`config.mk`:
```
export PLATFORM = sky130hd
export DESIGN_NAME = cmpd_comparator_event
export DESIGN_NICKNAME = d
export VERILOG_FILES = /design/src/core/cmpd_pkg.sv /design/src/core/cmpd_comparator_event.sv /design/src/core/cmpd_sync.sv
export SDC_FILE = /design/constraint.sdc
export NUM_CORES = 1
export LEC_CHECK = 0
export ABC_AREA = 1
export BUFFER_PORTS_ARGS = -buffer_cell sky130_fd_sc_hd__buf_2
export CAP_MARGIN = 20
export CORE_MARGIN = 3
export CORE_UTILIZATION = 25
export CTS_CLUSTER_DIAMETER = 100
export DETAILED_ROUTE_END_ITERATION = 8
export SLEW_MARGIN = 10
export SYNTH_ARGS = -nofsm -noshare
export SYNTH_HDL_FRONTEND = slang
export SYNTH_SLANG_ARGS = --single-unit
```
`constraint.sdc`:
```
create_clock -name clk -period 5.15 [get_ports clk]
set_input_delay 1.03 -clock clk [delete_from_list [all_inputs] [get_ports clk]]
set_output_delay 1.03 -clock clk [all_outputs]
set_load 0.02 [all_outputs]
```
`src/core/cmpd_pkg.sv`:
```
// Purpose: Constants for the comparator event and debounce block
// Assumes: 100 MHz clk, APB with 32-bit data, one word per register
// Notes: Printed offsets are register indices; byte address is four times
// What this block does
// RULE1: Comparator result is one only when positive input exceeds negative input.
// RULE2: With comparator_on clear, output is held low and no event sets the flag.
// RULE3: Software waits 10 us after enabling, clears flag before enabling interrupt.
// RULE4: Reading Port 3 pins returns live comparator output in bit 6.
// RULE5: Writes to Port 3 bit 6 touch only the latch, never the comparator.
// RULE6: Flag sets on the selected condition while enabled; only software clears it.
// RULE7: Flag raises the interrupt only while interrupt enable bit 6 is set.
// RULE8: Comparator output is sampled every clock for non-debounced conditions.
// RULE9: Debounce modes wait two Timer 1 overflows after a transition, then resample.
// RULE10: Debounced flag sets only if resample matches expected value, else discarded.
// RULE11: Debounced flag comes between one and two Timer 1 periods after the edge.
// RULE12: In Idle the comparator runs only when idle_keep_running is one.
// RULE13: With idle running and interrupt enabled, an event during Idle wakes the CPU.
// RULE14: The comparator is always disabled in Power-down.
// RULE15: Modes 000 low, 001 rise, 100 fall, 101 toggle, 111 high, raw samples.
// RULE16: Modes 010 debounced toggle, 011 debounced rise, 110 debounced fall.
// RULE17: Software puts both analog input pins in input-only mode before enabling.
// RULE18: Control/status resets low six bits zero; bits 5 idle, 4 flag, 3 on, 2:0 mode.
// RULE19: Level modes set the flag every clock; edge modes once per transition.
package cmpd_pkg;
    localparam int ADDR_W = 12;
    // Register indices and byte addresses
    localparam logic [7:0] IDX_CTRL = 8'h97;
    localparam logic [7:0] IDX_P3_LATCH = 8'h40;
    localparam logic [7:0] IDX_P3_PINS = 8'h41;
    localparam logic [7:0] IDX_INT_EN = 8'h42;
    localparam logic [7:0] IDX_POWER = 8'h43;
    localparam logic [11:0] ADDR_CTRL = {2'h0, IDX_CTRL, 2'h0};
    localparam logic [11:0] ADDR_P3_LATCH = {2'h0, IDX_P3_LATCH, 2'h0};
    localparam logic [11:0] ADDR_P3_PINS = {2'h0, IDX_P3_PINS, 2'h0};
    localparam logic [11:0] ADDR_INT_EN = {2'h0, IDX_INT_EN, 2'h0};
    localparam logic [11:0] ADDR_POWER = {2'h0, IDX_POWER, 2'h0};
    // Control/status fields
    localparam int BIT_IDLE_RUN = 5;
    localparam int BIT_FLAG = 4;
    localparam int BIT_ON = 3;
    localparam logic [5:0] CTRL_RESET = 6'h00;
    localparam int P3_CMP_BIT = 6;
    localparam int IE_CMP_BIT = 6;
    localparam logic [7:0] P3_RESET = 8'hFF;
    localparam logic [7:0] IE_RESET = 8'h00;
    localparam int PWR_IDLE_BIT = 0;
    localparam int PWR_PDOWN_BIT = 1;
    localparam int PWR_SETTLED_BIT = 7;
    // Event condition encodings
    localparam logic [2:0] MODE_LOW = 3'h0;
    localparam logic [2:0] MODE_RISE = 3'h1;
    localparam logic [2:0] MODE_DB_TOG = 3'h2;
    localparam logic [2:0] MODE_DB_RISE = 3'h3;
    localparam logic [2:0] MODE_FALL = 3'h4;
    localparam logic [2:0] MODE_TOG = 3'h5;
    localparam logic [2:0] MODE_DB_FALL = 3'h6;
    localparam logic [2:0] MODE_HIGH = 3'h7;
    // Timing
    localparam logic [1:0] DEB_OVERFLOWS = 2'h2;
    localparam int SETTLE_US = 10;
    localparam int CLK_MHZ = 100;
    localparam logic [9:0] SETTLE_CYC = 10'(SETTLE_US * CLK_MHZ);
    typedef enum logic {CMPD_DB_IDLE, CMPD_DB_WAIT} cmpd_db_t;
endpackage : cmpd_pkg

```
`src/core/cmpd_comparator_event.sv`:
```
// Purpose: Comparator output gating, event flag, debounce and APB registers
// Assumes: Comparator and Port 3 pins are asynchronous; timer overflow is a clk pulse
// Notes: APB answers with no wait states
`timescale 1ns/100ps
`default_nettype none
module cmpd_comparator_event (
    // Clock and reset
    input wire logic clk,
    input wire logic rst,
    // APB slave
    input wire logic psel,
    input wire logic penable,
    input wire logic pwrite,
    input wire logic [cmpd_pkg::ADDR_W-1:0] paddr,
    input wire logic [31:0] pwdata,
    output logic [31:0] prdata,
    output logic pready,
    output logic pslverr,
    // Analog core
    input wire logic comp_raw,
    output logic comp_power_on,
    // Port 3 and timer
    input wire logic [7:0] p3_pins,
    output logic [7:0] p3_latch,
    input wire logic t1_overflow,
    // CPU side
    output logic comp_out,
    output logic irq,
    output logic wake
);
    typedef cmpd_pkg::cmpd_db_t cmpd_db_t;
    typedef struct packed {
        logic idle_run;
        logic flag;
        logic on;
        logic [2:0] mode;
        logic [7:0] p3;
        logic [7:0] ie;
        logic idle;
        logic pdown;
        logic prev;
        cmpd_db_t db;
        logic want_level;
        logic [1:0] ovf_cnt;
        logic [9:0] settle;
        logic [31:0] rdata;
        logic err;
        logic wake;
    } cmpd_state_t;

    cmpd_state_t s, s_next;
    logic [8:0] sync_q;
    logic cmp_sync;
    logic [7:0] pins_sync;
    logic active;
    logic cmp_now;
    logic rise;
    logic fall;
    logic raw_set;
    logic trig;
    logic deb_mode;
    logic deb_set;
    logic set_evt;
    logic setup;
    logic wr_acc;
    logic hit;
    logic [31:0] rd_word;

    // Comparator and pins both come from outside the clock domain
    cmpd_sync #(
        .W(9)
    ) u_sync (
        .clk(clk),
        .rst(rst),
        .d({comp_raw, p3_pins}),
        .q(sync_q)
    );
    assign cmp_sync = sync_q[8];
    assign pins_sync = sync_q[7:0];

    // Comparator alive only when on, not powered down, and idle permits it
    assign active = s.on & ~s.pdown & (~s.idle | s.idle_run); // RULE2 RULE12 RULE14
    // comp_raw is high exactly when positive input exceeds negative input while powered
    assign cmp_now = active & cmp_sync; // RULE1 RULE8
    assign rise = cmp_now & ~s.prev;
    assign fall = ~cmp_now & s.prev;

    // Raw per-clock conditions
    always_comb begin
        raw_set = 1'b0;
        trig = 1'b0;
        deb_mode = 1'b0;
        case (s.mode)
            cmpd_pkg::MODE_LOW: raw_set = ~cmp_now; // RULE15 RULE19
            cmpd_pkg::MODE_HIGH: raw_set = cmp_now; // RULE15 RULE19
            cmpd_pkg::MODE_RISE: raw_set = rise; // RULE15
            cmpd_pkg::MODE_FALL: raw_set = fall; // RULE15
            cmpd_pkg::MODE_TOG: raw_set = rise | fall; // RULE15
            cmpd_pkg::MODE_DB_TOG: begin
                trig = rise | fall; // RULE16
                deb_mode = 1'b1;
            end
            cmpd_pkg::MODE_DB_RISE: begin
                trig = rise; // RULE16
                deb_mode = 1'b1;
            end
            cmpd_pkg::MODE_DB_FALL: begin
                trig = fall; // RULE16
                deb_mode = 1'b1;
            end
            default: raw_set = 1'b0;
        endcase
    end

    // APB decode; unmapped addresses answer with an error
    assign setup = psel & ~penable;
    assign wr_acc = psel & penable & pwrite & ~s.err;
    always_comb begin
        hit = 1'b1;
        rd_word = 32'h0;
        if (paddr == cmpd_pkg::ADDR_CTRL) begin
            rd_word = {26'h0, s.idle_run, s.flag, s.on, s.mode}; // RULE18
        end else if (paddr == cmpd_pkg::ADDR_P3_LATCH) begin
            rd_word = {24'h0, s.p3};
        end else if (paddr == cmpd_pkg::ADDR_P3_PINS) begin
            // Pin 6 reads the comparator, not the pad
            rd_word = {24'h0, pins_sync[7], s.prev, pins_sync[5:0]}; // RULE4
        end else if (paddr == cmpd_pkg::ADDR_INT_EN) begin
            rd_word = {24'h0, s.ie};
        end else if (paddr == cmpd_pkg::ADDR_POWER) begin
            rd_word = {24'h0, s.settle == cmpd_pkg::SETTLE_CYC, 5'h0, s.pdown, s.idle};
        end else begin
            hit = 1'b0;
        end
    end

    // Next state
    always_comb begin
        s_next = s;
        deb_set = 1'b0;
        s_next.wake = 1'b0;
        s_next.prev = cmp_now; // RULE8
        // Debounce sequencer: further edges are ignored while waiting
        case (s.db)
            cmpd_pkg::CMPD_DB_IDLE: begin
                if (active && trig) begin
                    s_next.db = cmpd_pkg::CMPD_DB_WAIT; // RULE9
                    s_next.want_level = cmp_now;
                    s_next.ovf_cnt = 2'h0;
                end
            end
            cmpd_pkg::CMPD_DB_WAIT: begin
                if (!active || !deb_mode) begin
                    s_next.db = cmpd_pkg::CMPD_DB_IDLE;
                end else if (t1_overflow) begin
                    // Free-running timer: two overflows guarantee a full period
                    if (s.ovf_cnt == cmpd_pkg::DEB_OVERFLOWS - 2'h1) begin
                        s_next.db = cmpd_pkg::CMPD_DB_IDLE; // RULE11
                        deb_set = (cmp_now == s.want_level); // RULE10
                    end else begin
                        s_next.ovf_cnt = s.ovf_cnt + 2'h1; // RULE9
                    end
                end
            end
            default: s_next.db = cmpd_pkg::CMPD_DB_IDLE;
        endcase
        set_evt = active & (raw_set | deb_set); // RULE6 RULE2
        // Settle timer for the 10 us start-up, visible in the power register
        if (!active) begin
            s_next.settle = 10'h0;
        end else if (s.settle != cmpd_pkg::SETTLE_CYC) begin
            s_next.settle = s.settle + 10'h1;
        end
        // Read data and error captured in setup so they come from flops
        if (setup) begin
            s_next.rdata = pwrite ? 32'h0 : rd_word;
            s_next.err = ~hit;
        end
        // Register writes at the access edge
        if (wr_acc) begin
            if (paddr == cmpd_pkg::ADDR_CTRL) begin
                s_next.idle_run = pwdata[cmpd_pkg::BIT_IDLE_RUN];
                s_next.flag = pwdata[cmpd_pkg::BIT_FLAG]; // RULE6
                s_next.on = pwdata[cmpd_pkg::BIT_ON];
                s_next.mode = pwdata[2:0];
            end else if (paddr == cmpd_pkg::ADDR_P3_LATCH) begin
                s_next.p3 = pwdata[7:0]; // RULE5
            end else if (paddr == cmpd_pkg::ADDR_INT_EN) begin
                s_next.ie = pwdata[7:0];
            end else if (paddr == cmpd_pkg::ADDR_POWER) begin
                s_next.idle = pwdata[cmpd_pkg::PWR_IDLE_BIT];
                s_next.pdown = pwdata[cmpd_pkg::PWR_PDOWN_BIT];
            end
        end
        // Hardware set wins over a software clear in the same cycle
        if (set_evt) begin
            s_next.flag = 1'b1; // RULE6 RULE19
        end
        // Event during Idle with interrupt enabled wakes the CPU
        if (set_evt && s.idle && s.ie[cmpd_pkg::IE_CMP_BIT]) begin
            s_next.idle = 1'b0; // RULE13
            s_next.wake = 1'b1;
        end
    end

    // State flops
    always_ff @(posedge clk or posedge rst) begin
        if (rst) begin
            s <= '{idle_run: 1'b0, flag: 1'b0, on: 1'b0, mode: 3'h0,
                   p3: cmpd_pkg::P3_RESET, ie: cmpd_pkg::IE_RESET,
                   idle: 1'b0, pdown: 1'b0, prev: 1'b0,
                   db: cmpd_pkg::CMPD_DB_IDLE, want_level: 1'b0,
                   ovf_cnt: 2'h0, settle: 10'h0, rdata: 32'h0,
                   err: 1'b0, wake: 1'b0}; // RULE18
        end else begin
            s <= s_next;
        end
    end

    // Outputs
    assign prdata = s.rdata;
    assign pready = 1'b1;
    assign pslverr = psel & penable & s.err;
    assign comp_power_on = active; // RULE14
    assign comp_out = s.prev;
    assign p3_latch = s.p3;
    assign irq = s.flag & s.ie[cmpd_pkg::IE_CMP_BIT]; // RULE7
    assign wake = s.wake;

    logic ctrl_wr;
    assign ctrl_wr = wr_acc && paddr == cmpd_pkg::ADDR_CTRL;
endmodule : cmpd_comparator_event
`default_nettype wire

```
`src/core/cmpd_sync.sv`:
```
// Purpose: Two-flop synchroniser for asynchronous inputs
// Assumes: Each bit is an independent level
// Notes: First stage feeds only the second stage
`timescale 1ns/100ps
`default_nettype none
module cmpd_sync #(
    parameter int W = 1
) (
    // Clock and reset
    input wire logic clk,
    input wire logic rst,
    // Data
    input wire logic [W-1:0] d,
    output logic [W-1:0] q
);
    typedef struct packed {
        logic [W-1:0] s1;
        logic [W-1:0] s2;
    } cmpd_sync_t;
    cmpd_sync_t s, s_next;

    // Shift chain
    always_comb begin
        s_next.s1 = d;
        s_next.s2 = s.s1;
    end

    // State flops
    always_ff @(posedge clk or posedge rst) begin
        if (rst) begin
            s <= '0;
        end else begin
            s <= s_next;
        end
    end

    assign q = s.s2;
endmodule : cmpd_sync
`default_nettype wire

```
==> results.toml <==
[critical_path]
cp-startpoint = "s[50]"
cp_common_cell = "inv_1"
crit-reg2reg-launch = "s[49]"
r2r_cells = 9
reg2reg_to = "s[45]"
slowest_delay_ns = 0.40
cp-start-kind = "flip-flop"
crit_chain = "inv_1 -> o21ai_2 -> inv_1 -> buf_2"
rrSetupSlack_ns = 3.30
critPathKind = "flip-flop to output pin"
worst_ep_required_time_ns = 4.12
cp_max_fo = 12
cp_data_arrival_time_ns = 1.51
endpoint_kind = "output pin"
slowest_stage = "dfrtp_1"

[pwr]
leakagePower_nw = 2.14
peakVddDrop_mv = 0.230
powerDensity_nw_per_um2 = 350

[synthesis]
syn_inst = 414
synth-seq-cells = 65
ys_warn_count = 0
avgSynthCellArea_um2 = 8.51
ys_seq_area_frac = 0.465
yosys.cell_types.count = 31
synth_area_um2 = 3520

[cts]
hold_buffers = 0
clk_path_buf_depth = 2
cts_buffers = 9
cts-root-buf = "clkbuf_16"
htree_levels = 3
cts_resized = 0
clk_latency_ns = 0.33
cts_tree = "built"
cts.sinks = 65
post_cts_buffers = 0
path_clk_slew_ns = 0.05

[timing]
period_share = 0.493
timing.fmax_mhz = 394
period_needed_ns = 2.54
slew_headroom = 0.452
grt_setup_unrepaired = "no"
hold_viol_final = 0
setup_viol = 0
skew_ns = 0.00656
maxSlewViolCount = 0
setup_tns_ns = 0
worstMarginPinSlew_ns = 0.822

[hold_path]
hold_end = "u_sync.q[8]"
hold_depth = 0
worstHoldStart = "u_sync.s[17]"
hold_class = "flip-flop to flip-flop"

[grt]
first_global_vias = 2578
grt_pass1_wl_mm = 12.9
grt_antenna_before_repair = 0
grt.overflow.total = 0
track_usage = 0.103
grt_start_max_net_pins = 66

[placed_design]
portBuffers = 54
placedCellCount = 622
gp_congestion = 0.845
place_hpwl_mm = 5.86

[detailed_routing]
drt_first_iter_violations = 161
drc_errors = 0
viasPerCell = 4.17
wire_per_inst_um = 12.2
wirelength_mm = 7.76
ant_nets = 0
drt-pass1-iter-count = 4
num_vias = 2662

[floorplanning]
rows = 42
die_w_um = 125
fp.coreArea_um2 = 13500
ios = 105
die_area_um2 = 15500
floorplan.initialDensity = 0.261
fp.dieH_um = 125

[flow_run]
maxCapViolations = 0

[cells_and_area]
n_antenna_cell = 0
final-instance-count-excl-fill = 638
drive_gt1_frac = 0.262
syn_to_final_growth_pct = 15.8
nNetsFinal = 521

[status]
outcome = "finished clean"
[cell type report]
type                            count  area [µm²]
Sequential cell                    65        1640
Fill cell                        1423        9430
Timing Repair Buffer               55         278
Clock buffer                        9         225
Inverter                           53         199
Clock inverter                      7         103
Tap cell                          176         220
Multi-Input combinational cell    273        1420
[sequential cells by signal (all words and copies together) (netlist names)]
register	count
s	31
wake	1
u_sync.s	8
u_sync.q	8
comp_out	1
prdata	8
p3_latch	8
[kinds of logic after synthesis]
group	Yosys count	share of synthesized area
AOI/OAI and AO/OA	57	0.0966
adders and majority gates	5	0.0178
other	2	0.00213
buffers and inverters	99	0.157
and+or+nand+nor	184	0.257
xor gates and xnor gates	2	0.00497
DFF	65	0.465
[power breakdown]
part	switching [mW]	leakage, nW	internal (mW)
clock network	0.232	0.156	0.427
logic	0.106	1.19	0.0579
registers	0.0425	0.789	0.561
[synthesized netlist by cell type, drive strengths merged]
| library cell | count | area, µm² |
|---|---|---|
| nor3 | 3 | 20.0 |
| dfrtp | 57 | 1430 |
| o21bai | 2 | 15.0 |
| dfstp | 8 | 210 |
| buf | 46 | 354 |
| a31oi | 1 | 6.26 |
| conb | 2 | 7.51 |
| nand4 | 5 | 31.3 |
| o21ai | 39 | 236 |
| o211ai | 3 | 22.5 |
| nand3 | 45 | 250 |
| a21oi | 12 | 60.1 |
| nor4 | 1 | 12.5 |
| nand2 | 89 | 357 |
| nor2 | 41 | 234 |
| inv | 53 | 199 |
| xor2 | 1 | 8.76 |
| ha | 5 | 62.6 |
| xnor2 | 1 | 8.76 |
[metrics by stage]
stage	total power [mW]	worst slack, ns	hold WS [ns]	utilization	area (µm²)
2_1_floorplan	0.739	2.51	0.331	-	3610
3_3_place_gp	0.766	2.70	0.335	0.278	3750
3_5_place_dp	0.776	2.70	0.336	0.278	3750
4_1_cts	1.44	2.58	0.349	0.302	4080
5_1_grt	1.50	2.49	0.350	0.302	4080
6_report	1.43	2.61	0.346	0.302	4080
[worst max-delay path, delay by kind of cell, from the launching register on]
kind,cells,cell delay [ns]
flip-flops,1,0.40
buffers and inverters,3,0.53
AO/OA/AOI/OAI,1,0.25
[per-layer routing]
| layer | track usage | routed length (µm) |
|---|---|---|
| met1 | 0.139 | 3670 |
| met2 | 0.161 | 3560 |
| met5 | 0 | 0 |
| met4 | 0.0380 | 114 |
| met3 | 0.0232 | 414 |
[worst max-delay path by stage]
stage,end,slack [ns],cells after the start
2_1_floorplan,comp_out,2.51,1
3_3_place_gp,pslverr,2.70,4
3_5_place_dp,pslverr,2.70,4
4_1_cts,comp_power_on,2.58,4
5_1_grt,comp_power_on,2.49,4
6_report,comp_power_on,2.61,4
[layout by cell type, fill, tap and decap left out, types with 7 or more instances in the layout]
| cell type | n |
|---|---|
| o21ai_0 | 14 |
| clkbuf_16 | 9 |
| nor2_1 | 30 |
| inv_1 | 46 |
| conb_1 | 25 |
| dfstp_2 | 8 |
| nand3_1 | 43 |
| o21ai_1 | 14 |
| o21ai_2 | 11 |
| buf_2 | 54 |
| a21oi_1 | 12 |
| nand2_1 | 80 |
| inv_2 | 7 |
| nand2_2 | 9 |
| dfrtp_1 | 57 |
Note: power is estimated with default switching activity, not from simulation.
